### src/include/pbcap_consts.svh
`ifndef PBCAP_CONSTS_SVH
`define PBCAP_CONSTS_SVH

// ------------------------------------------------------------
// Register offsets
// ------------------------------------------------------------
`define PBCAP_OFS_HEADER 12'h138
`define PBCAP_OFS_INDEX 12'h13C
`define PBCAP_OFS_WINDOW 12'h140
`define PBCAP_OFS_FLAGS 12'h144

// ------------------------------------------------------------
// Field layout and reset values
// ------------------------------------------------------------
`define PBCAP_ENTRY_W 21
`define PBCAP_NUM_ENTRIES 8
`define PBCAP_HDR_RESET 32'h1481_0004
`define PBCAP_INDEX_RESET 8'h00
`define PBCAP_ENTRY_RESET 21'h00_0000
`define PBCAP_SYSALLOC_RESET 1'b1
`define PBCAP_BASE_LSB 0
`define PBCAP_SCALE_LSB 8
`define PBCAP_SUBST_LSB 10
`define PBCAP_PSTATE_LSB 13
`define PBCAP_TYPE_LSB 15
`define PBCAP_RAIL_LSB 18
`endif

### src/include/pbcap_pkg.sv
package pbcap_pkg;
  typedef enum logic [1:0] {
    PBCAP_SCALE_1 = 2'b00,
    PBCAP_SCALE_0P1 = 2'b01,
    PBCAP_SCALE_0P01 = 2'b10,
    PBCAP_SCALE_0P001 = 2'b11
  } pbcap_scale_t;
  typedef enum logic [1:0] {
    PBCAP_PS_D0 = 2'b00,
    PBCAP_PS_D3 = 2'b11
  } pbcap_pstate_t;
  typedef enum logic [2:0] {
    PBCAP_TY_PME_AUX = 3'b000,
    PBCAP_TY_AUX = 3'b001,
    PBCAP_TY_IDLE = 3'b010,
    PBCAP_TY_SUSTAINED = 3'b011,
    PBCAP_TY_MAXIMUM = 3'b111
  } pbcap_type_t;
  typedef enum logic [2:0] {
    PBCAP_RAIL_12V = 3'b000,
    PBCAP_RAIL_3V3 = 3'b001,
    PBCAP_RAIL_1V8 = 3'b010,
    PBCAP_RAIL_THERMAL = 3'b111
  } pbcap_rail_t;
  typedef enum logic [1:0] {
    PBCAP_R_HEADER = 2'b00,
    PBCAP_R_INDEX = 2'b01,
    PBCAP_R_WINDOW = 2'b10,
    PBCAP_R_FLAGS = 2'b11
  } pbcap_reg_t;
endpackage

### src/verilog/pbcap_entry_store.sv
`include "pbcap_consts.svh"
// Array of budget entries, written only by the loader path
module pbcap_entry_store #(
  parameter int ENTRIES = `PBCAP_NUM_ENTRIES,
  parameter int ENTRY_W = `PBCAP_ENTRY_W
) (
  input wire logic clk_sys_i,
  input wire logic rst_i,
  input wire logic wr_en_i,
  input wire logic [7:0] wr_idx_i,
  input wire logic [ENTRY_W-1:0] wr_data_i,
  input wire logic [7:0] rd_idx_i,
  output logic [ENTRY_W-1:0] rd_data_o
);
  logic [ENTRY_W-1:0] mem_q [ENTRIES];

  // ------------------------------------------------------------
  // Storage
  // ------------------------------------------------------------
  for (genvar g = 0; g < ENTRIES; g++) begin : g_entry
    always_ff @(posedge clk_sys_i) begin
      if (rst_i) begin
        mem_q[g] <= `PBCAP_ENTRY_RESET;
      end else if (wr_en_i && wr_idx_i == 8'(g)) begin
        mem_q[g] <= wr_data_i;
      end
    end
  end

  // Out-of-range index yields zero rather than aliasing
  always_comb begin
    rd_data_o = '0;
    if (rd_idx_i < 8'(ENTRIES)) begin
      rd_data_o = mem_q[rd_idx_i[$clog2(ENTRIES)-1:0]];
    end
  end
endmodule // pbcap_entry_store

### src/verilog/pbcap_entry_fmt.sv
`include "pbcap_consts.svh"
// Places entry fields into the 32-bit window word
module pbcap_entry_fmt
  import pbcap_pkg::*;
#(
  parameter int ENTRY_W = `PBCAP_ENTRY_W
) (
  input wire logic [ENTRY_W-1:0] entry_i,
  output logic [31:0] word_o,
  output pbcap_pkg::pbcap_scale_t scale_o,
  output pbcap_pkg::pbcap_pstate_t pstate_o,
  output pbcap_pkg::pbcap_type_t type_o,
  output pbcap_pkg::pbcap_rail_t rail_o
);
  logic [2:0] pm_substate_code;
  // Fields placed one by one so bits 31:21 can only ever read zero
  assign word_o = {
    11'h000,
    entry_i[`PBCAP_RAIL_LSB +: 3],
    entry_i[`PBCAP_TYPE_LSB +: 3],
    entry_i[`PBCAP_PSTATE_LSB +: 2],
    pm_substate_code,
    entry_i[`PBCAP_SCALE_LSB +: 2],
    entry_i[`PBCAP_BASE_LSB +: 8]
  };
  assign scale_o = pbcap_scale_t'(entry_i[`PBCAP_SCALE_LSB +: 2]);
  assign pm_substate_code = entry_i[`PBCAP_SUBST_LSB +: 3];
  assign pstate_o = pbcap_pstate_t'(entry_i[`PBCAP_PSTATE_LSB +: 2]);
  assign type_o = pbcap_type_t'(entry_i[`PBCAP_TYPE_LSB +: 3]);
  assign rail_o = pbcap_rail_t'(entry_i[`PBCAP_RAIL_LSB +: 3]);
endmodule // pbcap_entry_fmt

### src/verilog/pbcap_regs.sv
`include "pbcap_consts.svh"
// Power budget extended capability register bank
module pbcap_regs #(
  parameter int ENTRIES = `PBCAP_NUM_ENTRIES
) (
  input wire logic clk_sys_i,
  input wire logic rst_i,
  input wire logic upstream_i,
  // Configuration access from software
  input wire logic cfg_rd_i,
  input wire logic cfg_wr_i,
  input wire logic [11:0] cfg_addr_i,
  input wire logic [31:0] cfg_wdata_i,
  output logic [31:0] cfg_rdata_o,
  output logic cfg_rvalid_o,
  // Loader path (serial EEPROM, I2C, SMBus)
  input wire logic ld_wr_i,
  input wire logic [11:0] ld_addr_i,
  input wire logic [31:0] ld_wdata_i,
  // Decoded view of the selected entry
  output pbcap_pkg::pbcap_scale_t sel_scale_o,
  output pbcap_pkg::pbcap_pstate_t sel_pstate_o,
  output pbcap_pkg::pbcap_type_t sel_type_o,
  output pbcap_pkg::pbcap_rail_t sel_rail_o
);
  import pbcap_pkg::*;

  // ------------------------------------------------------------
  // Address decode
  // ------------------------------------------------------------
  function automatic logic [2:0] dec(input logic [11:0] a);
    case (a)
      `PBCAP_OFS_HEADER: dec = {1'b1, PBCAP_R_HEADER};
      `PBCAP_OFS_INDEX: dec = {1'b1, PBCAP_R_INDEX};
      `PBCAP_OFS_WINDOW: dec = {1'b1, PBCAP_R_WINDOW};
      `PBCAP_OFS_FLAGS: dec = {1'b1, PBCAP_R_FLAGS};
      default: dec = 3'b000;
    endcase
  endfunction

  // Both access paths share one decoder, so the hit test is shared too
  function automatic logic hit(input logic [2:0] d, input pbcap_reg_t r);
    hit = d == {1'b1, r};
  endfunction

  // ------------------------------------------------------------
  // Declarations
  // ------------------------------------------------------------
  localparam logic [31:0] HDR_RESET = `PBCAP_HDR_RESET;

  logic [2:0] cfg_dec;
  logic [2:0] ld_dec;
  logic ld_hdr_hit;
  logic ld_idx_hit;
  logic ld_win_hit;
  logic ld_flg_hit;
  logic cfg_idx_hit;
  logic [15:0] cap_id_q;
  logic [15:0] cap_id_d;
  logic [3:0] cap_ver_q;
  logic [3:0] cap_ver_d;
  logic [11:0] next_ptr_q;
  logic [11:0] next_ptr_d;
  logic [7:0] index_q;
  logic [7:0] index_d;
  logic sysalloc_q;
  logic sysalloc_d;
  logic [`PBCAP_ENTRY_W-1:0] entry;
  logic [31:0] window;
  logic [31:0] rdata_d;
  logic ld_entry_wr;
  logic in_range;
  pbcap_scale_t scale;
  pbcap_pstate_t pstate;
  pbcap_type_t ptype;
  pbcap_rail_t rail;
  pbcap_scale_t scale_d;
  pbcap_pstate_t pstate_d;
  pbcap_type_t ptype_d;
  pbcap_rail_t rail_d;

  // ------------------------------------------------------------
  // Write hits
  // ------------------------------------------------------------
  // Software may only move the index; every other software write is
  // decoded but deliberately has no target.
  assign cfg_dec = dec(cfg_addr_i);
  assign ld_dec = dec(ld_addr_i);
  assign ld_hdr_hit = ld_wr_i && hit(ld_dec, PBCAP_R_HEADER);
  assign ld_idx_hit = ld_wr_i && hit(ld_dec, PBCAP_R_INDEX);
  assign ld_win_hit = ld_wr_i && hit(ld_dec, PBCAP_R_WINDOW);
  assign ld_flg_hit = ld_wr_i && hit(ld_dec, PBCAP_R_FLAGS);
  assign cfg_idx_hit = cfg_wr_i && hit(cfg_dec, PBCAP_R_INDEX);
  assign ld_entry_wr = ld_win_hit;
  assign in_range = index_q < 8'(ENTRIES);

  // ------------------------------------------------------------
  // Index register: software or loader may write it
  // ------------------------------------------------------------
  // The loader wins a same-cycle clash, so an image still being
  // replayed cannot be knocked off its entry by a software write in that cycle.
  always_comb begin
    index_d = index_q;
    if (ld_idx_hit) begin
      index_d = ld_wdata_i[7:0];
    end else if (cfg_idx_hit) begin
      index_d = cfg_wdata_i[7:0];
    end
  end

  always_ff @(posedge clk_sys_i) begin
    if (rst_i) begin
      index_q <= `PBCAP_INDEX_RESET;
    end else begin
      index_q <= index_d;
    end
  end

  // ------------------------------------------------------------
  // Capability header: read-only to software, loadable as a dword
  // ------------------------------------------------------------
  // Kept as three fields so a partial image only needs one dword write,
  // and the reset value stays in one constant.
  always_comb begin
    cap_id_d = cap_id_q;
    cap_ver_d = cap_ver_q;
    next_ptr_d = next_ptr_q;
    if (ld_hdr_hit) begin
      cap_id_d = ld_wdata_i[15:0];
      cap_ver_d = ld_wdata_i[19:16];
      next_ptr_d = ld_wdata_i[31:20];
    end
  end

  always_ff @(posedge clk_sys_i) begin
    if (rst_i) begin
      cap_id_q <= HDR_RESET[15:0];
    end else begin
      cap_id_q <= cap_id_d;
    end
  end

  always_ff @(posedge clk_sys_i) begin
    if (rst_i) begin
      cap_ver_q <= HDR_RESET[19:16];
    end else begin
      cap_ver_q <= cap_ver_d;
    end
  end

  always_ff @(posedge clk_sys_i) begin
    if (rst_i) begin
      next_ptr_q <= HDR_RESET[31:20];
    end else begin
      next_ptr_q <= next_ptr_d;
    end
  end

  // ------------------------------------------------------------
  // Allocation flag: hardware-initialised, only the loader changes it
  // ------------------------------------------------------------
  always_comb begin
    sysalloc_d = sysalloc_q;
    if (ld_flg_hit) begin
      sysalloc_d = ld_wdata_i[0];
    end
  end

  always_ff @(posedge clk_sys_i) begin
    if (rst_i) begin
      sysalloc_q <= `PBCAP_SYSALLOC_RESET;
    end else begin
      sysalloc_q <= sysalloc_d;
    end
  end

  // ------------------------------------------------------------
  // Entry storage and formatting
  // ------------------------------------------------------------
  // The loader writes land at the entry the index names, so it must
  // set the index first; software writes to the window are dropped.
  pbcap_entry_store #(
    .ENTRIES(ENTRIES),
    .ENTRY_W(`PBCAP_ENTRY_W)
  ) u_store (
    .clk_sys_i(clk_sys_i),
    .rst_i(rst_i),
    .wr_en_i(ld_entry_wr),
    .wr_idx_i(index_q),
    .wr_data_i(ld_wdata_i[`PBCAP_ENTRY_W-1:0]),
    .rd_idx_i(index_q),
    .rd_data_o(entry)
  );

  pbcap_entry_fmt #(
    .ENTRY_W(`PBCAP_ENTRY_W)
  ) u_fmt (
    .entry_i(entry),
    .word_o(window),
    .scale_o(scale),
    .pstate_o(pstate),
    .type_o(ptype),
    .rail_o(rail)
  );

  // ------------------------------------------------------------
  // Read mux; downstream ports hide the whole structure
  // ------------------------------------------------------------
  always_comb begin
    rdata_d = 32'h0000_0000;
    if (upstream_i && cfg_dec[2]) begin
      case (pbcap_reg_t'(cfg_dec[1:0]))
        PBCAP_R_HEADER: rdata_d = {next_ptr_q, cap_ver_q, cap_id_q};
        PBCAP_R_INDEX: rdata_d = {24'h00_0000, index_q};
        PBCAP_R_WINDOW: rdata_d = window;
        PBCAP_R_FLAGS: rdata_d = {31'h0000_0000, sysalloc_q};
        default: rdata_d = 32'h0000_0000;
      endcase
    end
  end

  // ------------------------------------------------------------
  // Read answer
  // ------------------------------------------------------------
  // Data is zeroed between reads so a stale word is never taken for
  // an answer; the cost is one more mux in front of the flops.
  always_ff @(posedge clk_sys_i) begin
    if (rst_i) begin
      cfg_rdata_o <= 32'h0000_0000;
    end else if (cfg_rd_i) begin
      cfg_rdata_o <= rdata_d;
    end else begin
      cfg_rdata_o <= 32'h0000_0000;
    end
  end

  always_ff @(posedge clk_sys_i) begin
    if (rst_i) begin
      cfg_rvalid_o <= 1'b0;
    end else begin
      cfg_rvalid_o <= cfg_rd_i;
    end
  end

  // ------------------------------------------------------------
  // Field view of the selected entry
  // ------------------------------------------------------------
  // Registered for the power management logic; an index outside the
  // table shows the reset codes rather than an aliased entry.
  always_comb begin
    scale_d = PBCAP_SCALE_1;
    pstate_d = PBCAP_PS_D0;
    ptype_d = PBCAP_TY_PME_AUX;
    rail_d = PBCAP_RAIL_12V;
    if (in_range) begin
      scale_d = scale;
      pstate_d = pstate;
      ptype_d = ptype;
      rail_d = rail;
    end
  end

  always_ff @(posedge clk_sys_i) begin
    if (rst_i) begin
      sel_scale_o <= PBCAP_SCALE_1;
    end else begin
      sel_scale_o <= scale_d;
    end
  end

  always_ff @(posedge clk_sys_i) begin
    if (rst_i) begin
      sel_pstate_o <= PBCAP_PS_D0;
    end else begin
      sel_pstate_o <= pstate_d;
    end
  end

  always_ff @(posedge clk_sys_i) begin
    if (rst_i) begin
      sel_type_o <= PBCAP_TY_PME_AUX;
    end else begin
      sel_type_o <= ptype_d;
    end
  end

  always_ff @(posedge clk_sys_i) begin
    if (rst_i) begin
      sel_rail_o <= PBCAP_RAIL_12V;
    end else begin
      sel_rail_o <= rail_d;
    end
  end
endmodule // pbcap_regs

### config.mk
export PLATFORM = sky130hd
export DESIGN_NAME = pbcap_regs
export DESIGN_NICKNAME = d
export VERILOG_FILES = /design/src/include/pbcap_pkg.sv /design/src/verilog/pbcap_entry_store.sv /design/src/verilog/pbcap_entry_fmt.sv /design/src/verilog/pbcap_regs.sv
export VERILOG_INCLUDE_DIRS = /design/src /design/src/include
export SDC_FILE = /design/constraint.sdc
export NUM_CORES = 1
export LEC_CHECK = 0
export ABC_AREA = 1
export BUFFER_PORTS_ARGS = -buffer_cell sky130_fd_sc_hd__clkbuf_2
export CORE_MARGIN = 8
export CORE_UTILIZATION = 52
export DETAILED_ROUTE_END_ITERATION = 8
export PLACE_DENSITY = 0.72
export SYNTH_ARGS = -nofsm -noshare
export SYNTH_HDL_FRONTEND = slang
export SYNTH_SLANG_ARGS = --single-unit
### constraint.sdc
create_clock -name clk_sys_i -period 2.8 [get_ports clk_sys_i]
set_clock_uncertainty 0.05 [all_clocks]
set_input_delay 0 -clock clk_sys_i [delete_from_list [all_inputs] [get_ports clk_sys_i]]
set_output_delay 0 -clock clk_sys_i [all_outputs]
set_load 0.02 [all_outputs]
==> impl_metrics.toml <==
[cts]
tritoncts_num_sinks = 255
cts_tree = "yes"
cts_root_buffer = "sky130_fd_sc_hd__clkbuf_16"
htreeDepth = 1
tritoncts.num_buffers = 26
cts_max_path_buffers = 3
clkTransAtPathRegs_ns = 0.06
insertion_delay_to_the_later_sink_of_the_worst_skew_pair_ns = 0.52

[route]
detail_route.wirelength_um = 30100
ant_nets = 0
vias_per_cell = 5.45
route.detailed.drc = 0
dr_total_vias = 9300
routedWlPerCell_um = 17.7
drt_pass1_iterations = 5
initialDrtViolationCount = 1000

[pwr]
total_power_uw = 7980
vdd.ir_drop.worst_uv = 472
power_leakage_uw = 0.00567
pwr_density_cell_nw_per_um2 = 596

[floorplanning]
die_area_um2 = 26300
initial_core_util_pct = 52.9
floorplan.rows = 53
core_um2 = 21000
die_w_um = 162
fp.dieH_um = 162
io_pins = 137

[synthesis]
synthDistinctLibCells = 29
synth.yosys.seq_area_share_pct = 61.1
simple_gate_share_of_the_synthesized_area_pct = 28.4
async_reset_ff_share_pct = 0
synth.yosys.warnings = 0
synth.top_cell.area_share_pct = 45.4
syn-cell-area_um2 = 11100
synth_flop_cell = "sky130_fd_sc_hd__edfxtp_1"
postSynthAreaPerCell_um2 = 8.84
post_synthesis_sequential_element_count = 255
yosysTopAreaCell = "sky130_fd_sc_hd__edfxtp_1"
synth-adder-area-share_pct = 0
syn-instance-count = 1257
synth.net_count = 1351
number_of_enable_type_register_cells_in_the_synthesized_netlist = 168
netlist_top_cells_count = "309 x sky130_fd_sc_hd__nor2_1, 294 x sky130_fd_sc_hd__nand2_1, 168 x sky130_fd_sc_hd__edfxtp_1"
fraction_of_synthesized_area_in_multiplexers_pct = 0
synth_xor_area_share_pct = 0
synth_compound_area_share_pct = 5.07
synth_top_cells_by_area = "sky130_fd_sc_hd__edfxtp_1 45%, sky130_fd_sc_hd__dfxtp_1 16%, sky130_fd_sc_hd__nor2_1 10%, sky130_fd_sc_hd__nand2_1 9.9%, sky130_fd_sc_hd__nand3_1 4.9%"
dominant_combinational_cell_family_by_area_after_synthesis = "simple AND/OR/NAND/NOR gates"
yosys.cell_count.top_type = "sky130_fd_sc_hd__nor2_1"

[hold_path]
holdCritPathClass = "input port to register"

[placed_design]
gp_congestion = 0.867
dp_hpwl_um = 18200
port_buffers = 112
dp_slack_ns = 0.740
postPlaceCellArea_um2 = 11900

[timing]
post-route-period-util_pct = 93.2
layout_min_cycle_time_ns = 2.61
hold_viol_final = 0
rsz0062_at_grt = "no"
setup_viol = 0
drv_slew = 0
tightestPinTransition_ns = 0.700
slew-limit-headroom_pct = 53.3
fmax_mhz = 383
worst_setup_slack_after_layout_ns = 0.190

[setup_path]
slowest_delay_ns = 0.63
cp_delay_by_family_top = "simple AND/OR/NAND/NOR gates"
critPathBufInv = 3
crit_slowest_cell = "sky130_fd_sc_hd__nand3_2"
path_max_fanout = 21
crit_chain = "dlygate4sd3_1, clkbuf_2, nand2_2, dlygate4sd3_1, nor2_4, nand4_1, nor2_4, nand3_2, nor2_1"
worstSetupEndpointType = "register"
crit_path_start_kind = "input port"
worstPathRequired_ns = 3.10
worst_ep_arrival_time_ns = 2.91
timing_worst_setup_path_type = "input port to register"

[global_routing]
grt_max_degree = 85
first_global_vias = 9090
antenna_violations_before_repair = 1
track_usage_pct = 22.7
grt_first_pass_wirelength_um = 47600
grt_remaining_overflow = 0

[outcome]
outcome = "finished clean"

[final_layout]
finish.net_count = 1505
area_growth_syn_to_layout_pct = 20.5
post_route_cells_drive_above_1_share_pct = 14.3
final_cell_area_um2 = 13400

[job]
max_cap_violations = 0
[placed cells by master, fill, tap and decap left out, drive strengths merged]
cell,n
a21oi,40
buf,26
bufinv,4
clkbuf,141
clkinv,19
clkinvlp,4
dfxtp,87
diode,1
dlygate4sd3,61
edfxtp,168
inv,53
nand2,300
nand3,114
nand3b,3
nand4,18
nor2,315
nor2b,1
nor3,5
nor4,4
o211ai,12
o21a,1
o21ai,53
[registers in the layout, indices dropped and copies added (netlist names), named ones only]
signal and flops:
u_store.mem_q 168, cfg_rdata_o 32, cap_id_q 16, next_ptr_q 12
index_q 8, cap_ver_q 4, sel_rail_o 3, sel_type_o 3
sel_pstate_o 2, sel_scale_o 2, cfg_rvalid_o 1, sysalloc_q 1
[layer usage]
layer / routed length, µm / GRT usage [%] / part of all wire (%) / up-vias
met3: 2290 / 3.87 / 7.6 / 80
met2: 14700 / 37.6 / 49 / 444
met5: 0 / 0 / 0 / -
met1: 11800 / 28.3 / 39 / 4336
met4: 1270 / 11.4 / 4.2 / 0
li1: - / - / - / 4440
[metrics by stage]
stage	instances	setup TNS, ns	hold slack [ns]	utilization (%)
finish	1705	0	0.0714	63.7
global route	1705	0	0.0947	63.7
CTS	1703	0	0.0572	63.6
detailed placement	1596	0	0.158	56.6
global placement	1596	0	0.150	56.6
floorplan	1257	-3.75	0.0632	-
[power by group]
part	total (µW)	internal, µW	leakage, µW	switching, µW
clock	3500	2070	0.000410	1430
combinational	370	135	0.00282	235
sequential	4110	4080	0.00244	23.2
total	7980	6290	0.00567	1690
[worst register-to-register path, delay by kind of cell, from the launching register on]
family,cells,cell delay (ns)
buffers and inverters,5,1.35
flip-flops,1,0.34
AND/OR/NAND/NOR,8,0.54
[what timing repair did]
action / 4_1_cts / 5_1_grt
endpoints found under the hold margin: 226 / 0
hold buffers: 61 / 0
endpoints found under the setup margin: 0 / 5
setup buffers: 0 / 1
gates resized for setup: 0 / 2
[cells by family (layout without fill, tap and decap cells)]
logic type	Yosys count	in the layout
AO/OA/AOI/OAI	106	106
flip-flops	255	255
other	0	1
buffers and inverters	136	308
AND/OR/NAND/NOR	760	760
[path summary, 6_finish.rpt]
check                startpoint                  end  slack, ns  cells after the start
setup / recovery   ld_addr_i[8]  u_store.mem_q[3][0]       0.19                      9
hold / removal    cfg_addr_i[7]       cfg_rdata_o[9]       0.07                      7
setup reg to reg       register       cfg_rdata_o[0]       0.49                     13
hold reg to reg   next_ptr_q[4]      cfg_rdata_o[24]       0.39                      2
[cell type report]
type / count / area (µm²)
Inverter: 63 / 239
Antenna cell: 1 / 2.50
Clock buffer: 29 / 662
Timing Repair Buffer: 199 / 1430
Multi-Input combinational cell: 866 / 3720
Clock inverter: 17 / 203
Sequential cell: 255 / 6790
Fill cell: 1692 / 7630
Tap cell: 275 / 344
Power figures use the tool's default switching activity.
